File: src/verilog/irq_driveback_defines.svh
`ifndef IRQ_DRIVEBACK_DEFINES_SVH
`define IRQ_DRIVEBACK_DEFINES_SVH

// Bus signalling levels.
`define REQ_ASSERT      1'b0
`define REQ_RELEASE     1'b1
// I/O write command on the command/byte-enable lines.
`define CMD_IO_WRITE    4'h3
`define BE_ALL_BYTES    4'h0
// Offset of the second data phase from the driveback base.
`define PHASE2_OFFSET   32'h0000_0004
// Layout of the first data word.
`define LINE_LEVEL_LSB  0
`define LINE_ENABLE_LSB 16
// Interrupt bits with a fixed meaning at the host.
`define LINE_SMI        2
`define LINE_NMI        13
// Layout of the second data word.
`define PCI_LEVEL_LSB   0
`define PCI_LEVEL_W     4
`define PM_EVENT_LSB    4
`define PM_EVENT_W      4
`define PHASE2_EN_LSB   16
`define PHASE2_USED_W   8
// Reset values.
`define LEVELS_RESET    16'h0000
`define PHASE2_RESET    8'h00

`endif

File: src/verilog/irq_driveback_pkg.sv
package irq_driveback_pkg;
   typedef enum logic [7:0] {
      ST_IDLE   = 8'h01,
      ST_PULSE  = 8'h02,
      ST_GAP    = 8'h04,
      ST_HOLD   = 8'h08,
      ST_ADDR   = 8'h10,
      ST_DATA1  = 8'h20,
      ST_DATA2  = 8'h40,
      ST_TURN   = 8'h80
   } drive_state_t;
endpackage

File: src/verilog/irq_driveback_messaging.sv
`timescale 1ns/1ps
`include "irq_driveback_defines.svh"

module irq_driveback_messaging
   import irq_driveback_pkg::*;
#(
   parameter int LATCH_GROUPS = 2
) (
   // Clock and reset.
   input  wire logic                          clk,
   input  wire logic                          reset,
   // Driveback address, four configuration bytes.
   input  wire logic [7:0]                    addr_byte0,
   input  wire logic [7:0]                    addr_byte1,
   input  wire logic [7:0]                    addr_byte2,
   input  wire logic [7:0]                    addr_byte3,
   // Interrupt sources and ownership.
   input  wire logic [15:0]                   line_level,
   input  wire logic [15:0]                   line_owned,
   input  wire logic                          expansion_channel_check_n,
   input  wire logic [3:0]                    pci_level_interrupt,
   input  wire logic [3:0]                    pm_event,
   input  wire logic [3:0]                    pci_level_owned,
   input  wire logic [3:0]                    pm_event_owned,
   input  wire logic                          phase2_enable,
   // Dynamic latch group assignment.
   input  wire logic [LATCH_GROUPS-1:0]       group_assigned,
   // Bus arbitration.
   output logic                               bus_req_n,
   input  wire logic                          bus_gnt_n,
   // Bus cycle drive.
   output logic [31:0]                        ad_out,
   output logic                               ad_oe,
   output logic [3:0]                         cbe_out,
   output logic                               cbe_oe,
   output logic                               frame_n_out,
   output logic                               frame_oe,
   output logic                               irdy_n_out,
   output logic                               irdy_oe,
   input  wire logic                          trdy_n,
   // External latch.
   output logic                               interrupt_latch_strobe,
   output logic [LATCH_GROUPS*4-1:0]          latched_level,
   output logic [LATCH_GROUPS-1:0]            group_drive_en,
   // Status.
   output logic                               busy
);
   import irq_driveback_pkg::*;

   drive_state_t state_reg, state_next;
   logic [15:0] sent1_reg;
   logic [7:0]  sent2_reg;
   logic        only2_reg;
   logic [31:0] ad_reg, ad_next;
   logic [LATCH_GROUPS*4-1:0] latch_reg;

   // Line 13 also carries the expansion channel check as an NMI.
   wire [15:0] levels_now;
   wire [7:0]  phase2_now;
   wire [7:0]  phase2_owned;
   wire [31:0] base_addr;
   wire        change1;
   wire        change2;
   wire        trigger;
   wire        granted;
   wire        target_ready;

   assign base_addr = {addr_byte3, addr_byte2, addr_byte1, addr_byte0};
   assign levels_now = (line_level |
                        (16'(!expansion_channel_check_n) << `LINE_NMI))
                       & line_owned;
   assign phase2_owned = {pm_event_owned, pci_level_owned};
   assign phase2_now = {pm_event, pci_level_interrupt} & phase2_owned;
   assign change1 = levels_now != sent1_reg;
   assign change2 = phase2_enable && (phase2_now != sent2_reg);
   assign trigger = change1 || change2;
   assign granted = bus_gnt_n == 1'b0;
   assign target_ready = trdy_n == 1'b0;

   function automatic logic [31:0] word1(input logic [15:0] lv,
                                         input logic [15:0] own);
      word1 = {~own, lv};
   endfunction

   function automatic logic [31:0] word2(input logic [7:0] lv,
                                         input logic [7:0] own);
      word2 = {8'hFF, ~own, 8'h00, lv};
   endfunction

   always_comb begin
      state_next = state_reg;
      ad_next = ad_reg;
      case (state_reg)
         ST_IDLE: begin
            if (trigger) begin
               state_next = ST_PULSE;
            end
         end
         ST_PULSE: state_next = ST_GAP;
         ST_GAP: state_next = ST_HOLD;
         ST_HOLD: begin
            if (granted) begin
               state_next = ST_ADDR;
               // Second phase alone goes straight to base plus four.
               if (!change1 && change2) begin
                  ad_next = base_addr + `PHASE2_OFFSET;
               end else begin
                  ad_next = base_addr;
               end
            end
         end
         ST_ADDR: begin
            state_next = only2_reg ? ST_DATA2 : ST_DATA1;
            // Levels are sampled here, so late changes still go out.
            ad_next = only2_reg ? word2(phase2_now, phase2_owned)
                                : word1(levels_now, line_owned);
         end
         ST_DATA1: begin
            if (target_ready) begin
               if (phase2_enable) begin
                  state_next = ST_DATA2;
                  ad_next = word2(phase2_now, phase2_owned);
               end else begin
                  state_next = ST_TURN;
               end
            end
         end
         ST_DATA2: begin
            if (target_ready) begin
               state_next = ST_TURN;
            end
         end
         ST_TURN: state_next = ST_IDLE;
         default: state_next = ST_IDLE;
      endcase
   end

   always_ff @(posedge clk or posedge reset) begin
      if (reset) begin
         state_reg <= ST_IDLE;
         ad_reg <= 32'h0000_0000;
         sent1_reg <= `LEVELS_RESET;
         sent2_reg <= `PHASE2_RESET;
         only2_reg <= 1'b0;
         latch_reg <= '0;
      end else begin
         state_reg <= state_next;
         ad_reg <= ad_next;
         if (state_reg == ST_HOLD && granted) begin
            only2_reg <= !change1 && change2;
         end
         if (state_reg == ST_DATA1 && target_ready) begin
            sent1_reg <= ad_reg[15:0];
            latch_reg <= ad_reg[LATCH_GROUPS*4-1:0];
         end
         if (state_reg == ST_DATA2 && target_ready) begin
            sent2_reg <= ad_reg[7:0];
         end
      end
   end

   // Request is released as soon as the address phase starts.
   assign bus_req_n = (state_reg == ST_PULSE || state_reg == ST_HOLD)
                      ? `REQ_ASSERT : `REQ_RELEASE;
   assign ad_out = ad_reg;
   assign ad_oe = state_reg == ST_ADDR || state_reg == ST_DATA1 ||
                  state_reg == ST_DATA2;
   assign cbe_out = (state_reg == ST_ADDR) ? `CMD_IO_WRITE : `BE_ALL_BYTES;
   assign cbe_oe = ad_oe;
   // Frame goes high on the final data phase.
   assign frame_n_out = !(state_reg == ST_ADDR ||
                          (state_reg == ST_DATA1 && phase2_enable));
   assign frame_oe = ad_oe || state_reg == ST_TURN;
   assign irdy_n_out = !(state_reg == ST_DATA1 || state_reg == ST_DATA2);
   assign irdy_oe = frame_oe && state_reg != ST_ADDR || state_reg == ST_ADDR;
   assign interrupt_latch_strobe = state_reg == ST_TURN;
   // Lines above the latch width never reach the expansion bus this way.
   assign latched_level = latch_reg;
   assign group_drive_en = group_assigned;
   assign busy = state_reg != ST_IDLE;

   property p_req_pattern;
      @(posedge clk) disable iff (reset)
      state_reg == ST_IDLE && trigger |=> !bus_req_n ##1 bus_req_n ##1
      !bus_req_n;
   endproperty
   a_req_pattern: assert property (p_req_pattern)
      else $error("request pattern wrong");

   property p_hold;
      @(posedge clk) disable iff (reset)
      state_reg == ST_HOLD && !granted |=> !bus_req_n;
   endproperty
   a_hold: assert property (p_hold)
      else $error("request dropped before grant");

   property p_write;
      @(posedge clk) disable iff (reset)
      state_reg == ST_HOLD && granted |=> bus_req_n && cbe_out == `CMD_IO_WRITE
      && ad_oe;
   endproperty
   a_write: assert property (p_write)
      else $error("no io write after grant");

   property p_enables;
      @(posedge clk) disable iff (reset)
      state_reg == ST_DATA1 |-> ad_out[31:16] == ~line_owned;
   endproperty
   a_enables: assert property (p_enables)
      else $error("owned enables not low");

   property p_burst;
      @(posedge clk) disable iff (reset)
      state_reg == ST_DATA1 && target_ready && phase2_enable |=>
      state_reg == ST_DATA2 && ad_out[31:24] == 8'hFF;
   endproperty
   a_burst: assert property (p_burst)
      else $error("second phase not burst");

   property p_nmi;
      @(posedge clk) disable iff (reset)
      state_reg == ST_DATA1 && line_owned[13] && !expansion_channel_check_n
      |-> ad_out[13];
   endproperty
   a_nmi: assert property (p_nmi)
      else $error("channel check not on line 13");

   property p_latch;
      @(posedge clk) disable iff (reset)
      interrupt_latch_strobe |-> $past(state_reg) != ST_IDLE;
   endproperty
   a_latch: assert property (p_latch)
      else $error("strobe outside cycle");

   property p_group;
      @(posedge clk) disable iff (reset)
      group_drive_en == group_assigned;
   endproperty
   a_group: assert property (p_group)
      else $error("group drive mismatch");

   property p_idle_quiet;
      @(posedge clk) disable iff (reset)
      state_reg == ST_IDLE |-> bus_req_n && !ad_oe && !frame_oe;
   endproperty
   a_idle_quiet: assert property (p_idle_quiet)
      else $error("bus driven while idle");

   property p_addr_base;
      @(posedge clk) disable iff (reset)
      state_reg == ST_ADDR && !only2_reg |-> ad_out == base_addr;
   endproperty
   a_addr_base: assert property (p_addr_base)
      else $error("driveback address wrong");

   property p_addr_alone;
      @(posedge clk) disable iff (reset)
      state_reg == ST_ADDR && only2_reg |->
      ad_out == base_addr + `PHASE2_OFFSET;
   endproperty
   a_addr_alone: assert property (p_addr_alone)
      else $error("stand-alone second phase not at base plus four");

   property p_data_hold;
      @(posedge clk) disable iff (reset)
      (state_reg == ST_DATA1 || state_reg == ST_DATA2) && !target_ready
      |=> $stable(ad_out) && $stable(state_reg);
   endproperty
   a_data_hold: assert property (p_data_hold)
      else $error("data changed before target ready");

   property p_last_phase;
      @(posedge clk) disable iff (reset)
      state_reg == ST_DATA2 || (state_reg == ST_DATA1 && !phase2_enable)
      |-> frame_n_out && !irdy_n_out;
   endproperty
   a_last_phase: assert property (p_last_phase)
      else $error("frame still low on final data phase");

   property p_word2;
      @(posedge clk) disable iff (reset)
      state_reg == ST_DATA2 |->
      ad_out[23:16] == ~phase2_owned && ad_out[15:8] == 8'h00;
   endproperty
   a_word2: assert property (p_word2)
      else $error("second word layout wrong");

   property p_strobe_pulse;
      @(posedge clk) disable iff (reset)
      interrupt_latch_strobe |=> !interrupt_latch_strobe;
   endproperty
   a_strobe_pulse: assert property (p_strobe_pulse)
      else $error("latch strobe longer than one clock");
endmodule // irq_driveback_messaging

File: config.mk
export PLATFORM = sky130hd
export DESIGN_NAME = irq_driveback_messaging
export DESIGN_NICKNAME = d
export VERILOG_FILES = /design/src/verilog/irq_driveback_pkg.sv /design/src/verilog/irq_driveback_messaging.sv
export VERILOG_INCLUDE_DIRS = /design/src /design/src/verilog
export SDC_FILE = /design/constraint.sdc
export NUM_CORES = 1
export LEC_CHECK = 0
export BUFFER_PORTS_ARGS = -buffer_cell sky130_fd_sc_hd__buf_2
export CAP_MARGIN = 15
export CORE_MARGIN = 2
export CORE_UTILIZATION = 55
export CTS_CLUSTER_DIAMETER = 100
export DETAILED_ROUTE_END_ITERATION = 8
export GPL_TIMING_DRIVEN = 0
export PLACE_DENSITY = 0.86
export SLEW_MARGIN = 10
export SYNTH_ARGS = -nofsm -noshare
export SYNTH_HDL_FRONTEND = slang
export SYNTH_SLANG_ARGS = --single-unit
File: constraint.sdc
create_clock -name clk -period 4.3 [get_ports clk]
set_input_delay 0.43 -clock clk [delete_from_list [all_inputs] [get_ports clk]]
set_output_delay 0.43 -clock clk [all_outputs]
set_load 0.02 [all_outputs]
==> reports/qor.txt, run 1 <==
===============================================================================
Hold-fix buffers at CTS                                                       0
Die boundary width                                                      92.5 um
Kind of start point of the critical path                              flip-flop
Share of Yosys cell area claimed by the top area cell type                0.372
Standard cell core area                                               7650 um^2
Critical setup path kind                                           flip-flop to output port
Terminus of the critical flop-to-flop path                         ad_out[3]$_DFFE_PP0P_
Number of warnings issued by yosys                                            0
TritonCTS clock tree                                                        yes
Detail-routed net length per standard cell                              19.0 um
TritonCTS Buffers                                                             9
Rel. slew slack                                                           0.406
Post-Synth Adder-Cell Area                                              0.00291
Multi-input logic area                                                2440 um^2
Master cell of the clock root buffer                                   clkbuf_8
Aggregate routed wire length                                            14.2 mm
Final weighted congestion in routability-driven placement                 0.952
Dominant combinational cell family by area after synthesis         simple AND/OR/NAND/NOR gates
Fmax                                                                  0.313 GHz
Mean instance size in the synthesized netlist                         8.74 um^2
Cell Count, Final, Fillers Out                                              750
Main flop type after synthesis                                          dfrtp_1
Clk slew on worst S/H paths                                             0.07 ns
Standby leakage power                                                0.00261 uW
Largest driver fanout on the critical path                                   10
Post-Syn Instances                                                          493
Fill cell total of the finished layout                                      613
Estimated wirelength of the detail-placed design                        10.7 mm
Number of cells traversed by the worst register-to-register path              6
Max Cap Viol                                                                  0
Number of buffers inserted to repair setup after CTS                          0
Multiplexer area fraction after synthesis                                0.0703
Minimum setup slack among reg-to-reg paths                              1.12 ns
Unique cell type count in the Yosys netlist                                  59
Sequential cell area                                                  1630 um^2
Final critical-path share of the clock period                             0.742
Starting Density                                                          0.563
Std cell rows                                                                32
Hold/Removal Path Class                                            input port to async pin
Crit path capture type                                              output port
Post-synthesis simple-gate area fraction                                  0.258
Global-route wire length before repair                                  21.7 mm
Net count, final                                                            733
DIE AREA                                                              8550 um^2
Dominant cell type by area after synthesis                              dfrtp_1
Antenna violations before repair                                              0
Total via count after detailed routing                                     4724
Most frequent cell after synthesis                                      dfrtp_1
Ys async rst share                                                         1.00
Power density of the placed cells                                   438 nW/um^2
Number of placed instances, taps included                                   735
Share of cells above drive strength 1                                     0.330
Biggest area contributors in the synthesized netlist               dfrtp_1 37%, mux2_2 6.8%, nor2_1 4.9%, and3_1 4.8%, a21oi_1 4.3%
Number of pins with negative max-slew slack in the final report               0
# port buffers                                                              138
Global-route usage over all layers                                        0.331
Max reg flops                                                                32
Chip Height                                                             92.5 um
Number of DRC markers in iteration 0                                        307
Placed cell area                                                      5160 um^2
Worst path required time                                                3.87 ns
Total overflow reported by the global router                                  0
CTS sink cnt                                                                 65
Post_cts resized                                                              0
Area growth from synthesis to layout                                      23.9%
Final hold vios                                                               0
Number of enable flip-flop cells after synthesis                              0
Run status                                                         finished clean
Commonest cells in the netlist                                     64 x dfrtp_1, 56 x nor2_1, 37 x a21oi_1
Xor/xnor share of the synthesized area                                   0.0285
Diodes inserted                                                               0
Crit path DAT                                                           2.76 ns
Share of the yosys chip area belonging to registers                       0.378
Largest net degree at the start of global routing                            45
FF+latch count, synth                                                        65
Number of nets with antenna violations after routing                          0
Setup repair after global routing missed its margin                       false
Total DRC errors in the routed layout                                         0
Number of global-route vias before repair                                  4426
Setup-failing EPs final                                                       0
Startpoint of the worst-slack reg-to-reg timing path               state_reg[1]$_DFFE_PP0P_
Combined area of all synthesized cells                                4310 um^2
Clock latency at the later pin of the worst-skew pair                   0.35 ns
1st-pass router iterations                                                    5
Worst Clk Skew                                                        0.0100 ns
Count of H-tree levels built during CTS                                       3
Transition time at the pin with the least slew margin                  0.891 ns
Sum Neg Setup Slack                                                        0 ns
Post-layout instance area                                             5340 um^2
Largest voltage drop on the vdd net                                    0.253 mV
Clock Tree Buf Depth                                                          2
Boundary Pins                                                               143
Number of vias per cell after detailed routing                             6.30
Synthesized-area fraction occupied by ao, oa, aoi and oai cells           0.206
Minimum clock period after layout                                       3.19 ns
===============================================================================
[cells by family after synthesis]
kind of cell	count (synthesis)
compound gates	138
xor+xnor	14
fa+ha+maj	1
buf+inv	45
flops	65
mux	27
other cells	1
simple gates	202
[cells in the final DEF (no fill, tap or decap), types with 5 or more instances in the layout]
cell type	Yosys	routed
dfrtp_1	64	64
buf_4	15	15
nand4_1	12	12
and3_1	33	33
nand2b_1	5	5
xor2_1	10	10
a31oi_1	12	12
clkbuf_1	10	13
nor2_1	56	56
clkbuf_8	0	9
o22a_1	5	5
and4_1	7	7
a21o_1	5	5
or4_1	5	5
o22ai_1	17	17
a32oi_1	8	8
buf_2	6	144
nand2_1	35	35
inv_1	11	10
o21ai_0	26	26
mux2_2	26	26
nand3_1	13	13
nor3_1	7	7
a21oi_1	37	37
[critical path, stage by stage (launching register included)]
cell,delay [ns]
dfrtp_1,0.42
or4_4,0.56
or4_4,0.53
buf_2,0.23
nand2_1,0.26
o21ai_0,0.21
buf_2,0.21
[through the flow]
stage          setup WS, ns  power [uW]  hold WS (ns)   util
2_1_floorplan          1.64        1480         0.496      -
5_1_grt                1.01        2450        0.0655  0.698
3_3_place_gp           1.27        1800         0.496  0.671
3_5_place_dp           1.21        1840         0.411  0.675
6_report               1.11        2340        0.0342  0.698
4_1_cts                1.16        2330        0.0462  0.698
[layout make-up]
class	instances	share of cell area
clock inverters	3	0.00797
well taps	102	0.0239
repair buffers	139	0.135
flip-flops and latches	65	0.305
plain buffers	32	0.0347
inverters	13	0.0106
multi-input cells	384	0.458
clock buffers	12	0.0253
[power by group]
| part | switching, uW | internal (uW) | total, uW | leakage [uW] |
|---|---|---|---|---|
| registers | 150 | 789 | 939 | 0.000811 |
| clock network | 233 | 264 | 497 | 0.0000864 |
| logic | 551 | 351 | 901 | 0.00171 |
| total | 934 | 1400 | 2340 | 0.00261 |
[worst max path at each step]
stage,from,to,slack (ns),cells after the start
2_1_floorplan,state_reg[1]$_DFFE_PP0P_,ad_out[9]$_DFFE_PP0P_,1.64,7
3_3_place_gp,state_reg[1]$_DFFE_PP0P_,ad_out[3]$_DFFE_PP0P_,1.27,6
3_5_place_dp,state_reg[1]$_DFFE_PP0P_,ad_out[3]$_DFFE_PP0P_,1.21,6
4_1_cts,state_reg[1]$_DFFE_PP0P_,frame_n_out,1.16,6
5_1_grt,state_reg[1]$_DFFE_PP0P_,ad_out[2]$_DFFE_PP0P_,1.01,6
6_report,state_reg[1]$_DFFE_PP0P_,frame_n_out,1.11,6
[layer usage]
metal  vias up  global-route usage  share of wire
li1       2153                   -              -
met1      2227               0.416           0.40
met2       284               0.546           0.47
met3        60              0.0700          0.087
met4         0               0.154          0.043
met5         -                   0              0
No activity file was read; power rests on OpenSTA's default activity.
==> run 2: changes to the inputs <==
Settings changed: CORE_UTILIZATION 55 to 46, PLACE_DENSITY 0.86 to 0.77.
Clock period 4.3 ns to 2.7 ns, I/O delays scaled along.
==> run 2 against run 1 <==
  * Sequential power grew 59%
  * Clock power increased by 58%
  * First-iteration DRC count down 15%
  * Hold slack better by 0.12 ns
  * Clock skew grew 0.0030 ns
  * Critical path depth rose by 3
  * Die area increased by 19%
  * Register-to-register slack got worse by 1.1 ns
  * Design area is 3.8% higher
  * Worst setup slack worse by 1.1 ns
  * Power grew 61%
  * Wire length barely moved
  * Critical endpoint is now ad_out[10]$_DFFE_PP0P_
  * Largest power group unchanged
  * Highest routed layer unchanged
==> reports/qor.txt, run 2 (synthesized netlist as in run 1, its figures left out) <==
==============================================================================
Master cell of the clock root buffer                                  clkbuf_8
Worst path required time                                               2.92 ns   -0.95 ns
1st-pass router iterations                                                   5   unchanged
Largest driver fanout on the critical path                                  10   unchanged
Fmax                                                                 0.377 GHz
Setup-failing EPs final                                                      0   unchanged
Chip Height                                                             101 um   +8.9%
Number of global-route vias before repair                                 4303   -2.8%
DIE AREA                                                            10200 um^2   +19%
Antenna violations before repair                                             0   unchanged
Total power                                                            3760 uW   +61%
Crit path DAT                                                          2.87 ns   +0.11 ns
Worst Clk Skew                                                       0.0131 ns   +0.00305 ns
Standard cell core area                                              9150 um^2   +20%
Total via count after detailed routing                                    4667   -1.2%
Rel. slew slack                                                          0.376   -0.0305
Post-layout instance area                                            5540 um^2   +3.8%
Commonest cells after routing, fill and taps aside                140 x buf_2, 64 x dfrtp_1, 54 x nor2_1
Fin worst setup slack                                                0.0474 ns   -1.06 ns
Detail-routed net length per standard cell                             18.5 um   -2.4%
Std cell rows                                                               35   +9.4%
Area growth from synthesis to layout                                     28.6%
Clock latency at the later pin of the worst-skew pair                  0.35 ns   about the same
Clock Tree Buf Depth                                                         2   unchanged
Multi-input logic area                                               2530 um^2   +3.6%
Critical setup path kind                                          flip-flop to flip-flop
Share of cells above drive strength 1                                    0.372   +0.0421
Standby leakage power                                               0.00268 uW   +2.8%
Max reg flops                                                               32   unchanged
Number of pins with negative max-slew slack in the final report              0   unchanged
TritonCTS Buffers                                                            9   unchanged
Run status                                                        finished clean
Die boundary width                                                      101 um   +8.9%
Number of nets with antenna violations after routing                         0   unchanged
Transition time at the pin with the least slew margin                 0.933 ns   +0.0423 ns
Count of H-tree levels built during CTS                                      3   unchanged
Leading cell type in the layout, fill and taps excluded                  buf_2
# port buffers                                                             138   unchanged
Final weighted congestion in routability-driven placement                0.944   -0.90%
Number of vias per cell after detailed routing                            6.07   -3.6%
Power density of the placed cells                                  678 nW/um^2   +55%
Cell Count, Final, Fillers Out                                             769   +2.5%
Placed cell area                                                     5170 um^2   +0.22%
Total DRC errors in the routed layout                                        0   unchanged
Hold/Removal Path Class                                           input port to flip-flop
Largest net degree at the start of global routing                           64   +42%
Minimum setup slack among reg-to-reg paths                             0.05 ns   -1.07 ns
Worst-case setup slack after placement                               -0.445 ns   -1.65 ns
Total overflow reported by the global router                                 0   unchanged
Number of DRC markers in iteration 0                                       262   -15%
CTS sink cnt                                                                65   unchanged
Starting Density                                                         0.471   -0.0926
Fill cell total of the finished layout                                     833   +36%
Crit path capture type                                               flip-flop
Final critical-path share of the clock period                            0.982
Final hold vios                                                              0   unchanged
Diodes inserted                                                              0   unchanged
Aggregate routed wire length                                           14.2 mm   about the same
Kind of start point of the critical path                             flip-flop
TritonCTS clock tree                                                       yes
Global-route wire length before repair                                 21.7 mm   -0.29%
Clk slew on worst S/H paths                                            0.07 ns   about the same
Final core occ                                                           0.605   -0.0925
Estimated wirelength of the detail-placed design                       10.6 mm   -1.6%
Max Cap Viol                                                                 0   unchanged
Number of placed instances, taps included                                  744   +1.2%
Sequential cell area                                                 1630 um^2   unchanged
Boundary Pins                                                              143   unchanged
Net count, final                                                           742   +1.2%
Global-route usage over all layers                                       0.278   -0.0523
Largest voltage drop on the vdd net                                   0.486 mV   +92%
Setup repair after global routing missed its margin                       true
Minimum clock period after layout                                      2.65 ns
==============================================================================
-- run 2: changes by cell type in the layout (fill, tap and decap cells not counted), sizes merged --
cell	change
buf	+9
clkinvlp	+2
dlygate4sd3	+1
bufinv	-1
clkbuf	-1
-- run 2: through the flow --
step | TNS [ns] | hold slack [ns]
floorplan | 0 | 0.396
global placement | -15.22 | 0.491
detailed placement | -10.17 | 0.146
CTS | 0 | 0.153
global route | -0.343 | 0.163
finish | 0 | 0.154
-- run 2: critical path, cell delays in order, from the launching register on --
cell and delay, ns:
dfrtp_1 0.39, or4_4 0.54, or4_4 0.48, clkinv_4 0.11, nor3_2 0.07, nor2_1 0.21
o21ai_4 0.16, buf_2 0.25, a32oi_1 0.18, o21ai_0 0.12
-- run 2: power breakdown --
part	switching, uW	total (uW)	internal, uW
clock network	401	783	382
logic	892	1490	595
registers	231	1490	1260
total	1520	3760	2230
-- run 2: worst paths after layout --
check                                      endpoint  cells past startpoint                startpoint
hold / removal             state_reg[3]$_DFFE_PP0P_                      3                 bus_gnt_n
setup / recovery             ad_out[10]$_DFFE_PP0P_                      9  state_reg[1]$_DFFE_PP0P_
min in group asynchronous  sent1_reg[0]$_DFFE_PP0P_                      3                     reset
max in group asynchronous  state_reg[0]$_DFFE_PP1P_                      4                     reset
hold reg to reg              ad_out[13]$_DFFE_PP0P_                      2    ad_out[13]$_DFFE_PP0P_
setup reg to reg             ad_out[10]$_DFFE_PP0P_                      9  state_reg[1]$_DFFE_PP0P_
-- run 2: what timing repair did --
action,4_1_cts,5_1_grt
pin swaps,2,4
hold buffers,1,0
endpoints found under the setup margin,47,44
gates resized for setup,19,18
setup buffers,5,3
hold endpoints to repair,2,0
-- run 2: layout make-up --
| class | count | area share |
|---|---|---|
| Multi-Input combinational cell | 384 | 0.457 |
| Sequential cell | 65 | 0.294 |
| Timing Repair Buffer | 148 | 0.142 |
| Buffer | 32 | 0.0388 |
| Clock buffer | 12 | 0.0280 |
| Tap cell | 111 | 0.0251 |
| Inverter | 13 | 0.0102 |
| Clock inverter | 4 | 0.00497 |
-- run 2: routing by layer --
| metal | wire [um] | track usage | vias up | share of wire |
|---|---|---|---|---|
| li1 | - | - | 2165 | - |
| met4 | 338 | 0.102 | 0 | 0.024 |
| met2 | 6750 | 0.454 | 252 | 0.47 |
| met1 | 5900 | 0.368 | 2220 | 0.41 |
| met5 | 0 | 0 | - | 0 |
| met3 | 1240 | 0.0541 | 30 | 0.087 |
==> run 3: changes to the inputs <==
Settings changed: PLACE_DENSITY 0.77 to 0.88.
==> run 3 against run 2 <==
  * Die area is the same
  * Count of clock-buffer cells in the layout decreased by 3
  * Register-to-register slack about the same
  * Sequential power is essentially flat
  * Critical path depth fell by 3
  * Combinational power hardly changed
  * Highest routed layer unchanged
==> reports/qor.txt, run 3 (synthesized netlist as in run 1, its figures left out) <==
===============================================================================
Cell Count, Final, Fillers Out                                              775   +0.78%
Total via count after detailed routing                                     4837   +3.6%
Worst Clk Skew                                                       0.00723 ns   -0.00583 ns
Power density of the placed cells                                   671 nW/um^2   -1.0%
Total DRC errors in the routed layout                                         0   unchanged
Internal power                                                          2190 uW   -1.8%
Number of vias per cell after detailed routing                             6.24   +2.8%
# port buffers                                                              138   unchanged
Share of total power in combinational logic                               0.407   +0.011
Reported net switching power                                            1550 uW   +2.0%
Area growth from synthesis to layout                                      29.7%
Largest driver fanout on the critical path                                   10   unchanged
Multi-input logic area                                                2530 um^2   -0.15%
DIE AREA                                                             10200 um^2   unchanged
Final critical-path share of the clock period                             0.987   +0.00416
Final weighted congestion in routability-driven placement                 0.968   +2.5%
Setup repair after global routing missed its margin                        true
Share of cells above drive strength 1                                     0.380   +0.00718
Clock Tree Buf Depth                                                          2   unchanged
Total overflow reported by the global router                                  0   unchanged
Final hold vios                                                               0   unchanged
Rel. slew slack                                                           0.453   +0.0771
Starting Density                                                          0.471   unchanged
Net count, final                                                            748   +0.81%
Number of instances on the worst hold path                                    3   unchanged
Number of pins with negative max-slew slack in the final report               0   unchanged
Post-layout instance area                                             5580 um^2   +0.79%
Setup-failing EPs final                                                       0   unchanged
Number of placed instances, taps included                                   744   unchanged
Std cell rows                                                                35   unchanged
Final core occ                                                            0.610   +0.00478
Diodes inserted                                                               0   unchanged
Number of global-route vias before repair                                  4470   +3.9%
Clock latency at the later pin of the worst-skew pair                   0.35 ns   about the same
TritonCTS clock tree                                                        yes
Switching portion of total power                                          0.415   +0.00911
Minimum setup slack among reg-to-reg paths                              0.04 ns   about the same
Estimated wirelength of the detail-placed design                        10.8 mm   +1.9%
Number of nets with antenna violations after routing                          0   unchanged
Terminus of the critical flop-to-flop path                         ad_out[4]$_DFFE_PP0P_
Clock Power Share                                                         0.197   -0.012
Sequential cell area                                                  1630 um^2   unchanged
Fraction of power consumed by sequential logic                            0.396   about the same
Antenna violations before repair                                              0   unchanged
Leading cell type in the layout, fill and taps excluded                   buf_2
Placed cell area                                                      5170 um^2   unchanged
Transition time at the pin with the least slew margin                  0.818 ns   -0.115 ns
Number of cells traversed by the worst register-to-register path              6   -3
Startpoint of the worst-slack reg-to-reg timing path               state_reg[0]$_DFFE_PP1P_
1st-pass router iterations                                                    6   +1
Commonest cells after routing, fill and taps aside                 138 x buf_2, 64 x dfrtp_1, 52 x nor2_1
Master cell of the clock root buffer                                   clkbuf_8
CTS sink cnt                                                                 65   unchanged
TritonCTS Buffers                                                             9   unchanged
Crit path DAT                                                           2.93 ns   +0.06 ns
Number of DRC markers in iteration 0                                        523   +100%
Die boundary width                                                       101 um   unchanged
Minimum clock period after layout                                       2.66 ns   +0.0112 ns
Critical setup path kind                                           flip-flop to flip-flop
Hold/Removal Path Class                                            input port to flip-flop
Standby leakage power                                                0.00272 uW   +1.4%
Crit path capture type                                                flip-flop
Total power                                                             3750 uW   -0.26%
Global-route usage over all layers                                        0.288   +0.00980
Kind of start point of the critical path                              flip-flop
Max Cap Viol                                                                  0   unchanged
Destination of the worst hold path                                 state_reg[3]$_DFFE_PP0P_
Count of H-tree levels built during CTS                                       3   unchanged
Standard cell core area                                               9150 um^2   unchanged
Fill cell total of the finished layout                                      786   -5.6%
Largest net degree at the start of global routing                            66   +3.1%
Run status                                                         finished clean
Clk slew on worst S/H paths                                             0.07 ns   about the same
Sum Neg Setup Slack                                                        0 ns   unchanged
Detail-routed net length per standard cell                              19.1 um   +3.2%
Max reg flops                                                                32   unchanged
Hold Path Origin                                                      bus_gnt_n
Worst path required time                                                2.97 ns   +0.05 ns
Chip Height                                                              101 um   unchanged
Largest voltage drop on the vdd net                                    0.369 mV   -24%
Aggregate routed wire length                                            14.8 mm   +4.0%
Global-route wire length before repair                                  22.6 mm   +4.0%
Fmax                                                                  0.375 GHz   -0.42%
Boundary Pins                                                               143   unchanged
===============================================================================
==> run 3: cell count changes in the layout (fill, tap and decap cells not counted), moves of 2 or more <==
cell	delta
nor2_2	+2
nor2_1	-2
buf_2	-2
clkinv_2	+2
clkbuf_8	-2
buf_4	+8
==> run 3: cell type report <==
class | instances | share of cell area
tap | 111 | 0.0249
inverter | 13 | 0.0105
sequential | 65 | 0.292
timing repair buffer | 154 | 0.149
buffer | 32 | 0.0406
clock buffer | 9 | 0.0222
clock inverter | 7 | 0.00851
multi-input combinational | 384 | 0.453
==> run 3: worst max-delay path by stage <==
stage                        endpoint  cells past startpoint  slack (ns)                     start
5_1_grt         ad_out[7]$_DFFE_PP0P_                      9       -0.02  sent1_reg[7]$_DFFE_PP0P_
2_1_floorplan   ad_out[9]$_DFFE_PP0P_                      7        0.04  state_reg[1]$_DFFE_PP0P_
3_5_place_dp    ad_out[2]$_DFFE_PP0P_                      6       -0.36  state_reg[1]$_DFFE_PP0P_
3_3_place_gp    ad_out[3]$_DFFE_PP0P_                      6       -0.30  state_reg[1]$_DFFE_PP0P_
4_1_cts        ad_out[27]$_DFFE_PP0P_                      9       0.002  state_reg[3]$_DFFE_PP0P_
6_report        ad_out[4]$_DFFE_PP0P_                      6        0.04  state_reg[0]$_DFFE_PP1P_
==> run 3: worst max-delay path, cell delays in order (launching register included) <==
cell,delay (ns)
dfstp_2,0.40
or4_4,0.53
or4_4,0.50
nor2_2,0.40
clkbuf_2,0.41
a31oi_1,0.16
a31oi_1,0.18
==> run 3: routing by layer <==
| metal | vias to the layer above | global-route usage | share of wire |
|---|---|---|---|
| li1 | 2176 | - | - |
| met1 | 2284 | 0.383 | 0.40 |
| met2 | 315 | 0.468 | 0.47 |
| met3 | 62 | 0.0499 | 0.093 |
| met4 | 0 | 0.114 | 0.038 |
| met5 | - | 0 | 0 |
==> run 3: power groups by stage <==
stage,registers (uW),logic (uW),clock network [uW]
final,1480,1520,739
after global routing,1520,1650,780
after CTS,1470,1470,737
after detailed placement,1500,1430,0
after global placement,1480,1390,0
after floorplan,1720,647,0
==> run 3: repair_timing <==
item | 4_1_cts | 5_1_grt
setup endpoints to repair | 48 | 39
setup buffers | 5 | 9
pin swaps | 2 | 9
gates resized for setup | 22 | 19
endpoints found under the hold margin | 15 | 0
hold buffers | 1 | 0
==> run 3: stage by stage <==
stage               hold WS, ns  worst slack (ns)
detailed placement        0.367            -0.360
global route              0.212           -0.0156
CTS                       0.190           0.00155
floorplan                 0.396            0.0385
finish                    0.187            0.0361
global placement          0.491            -0.302
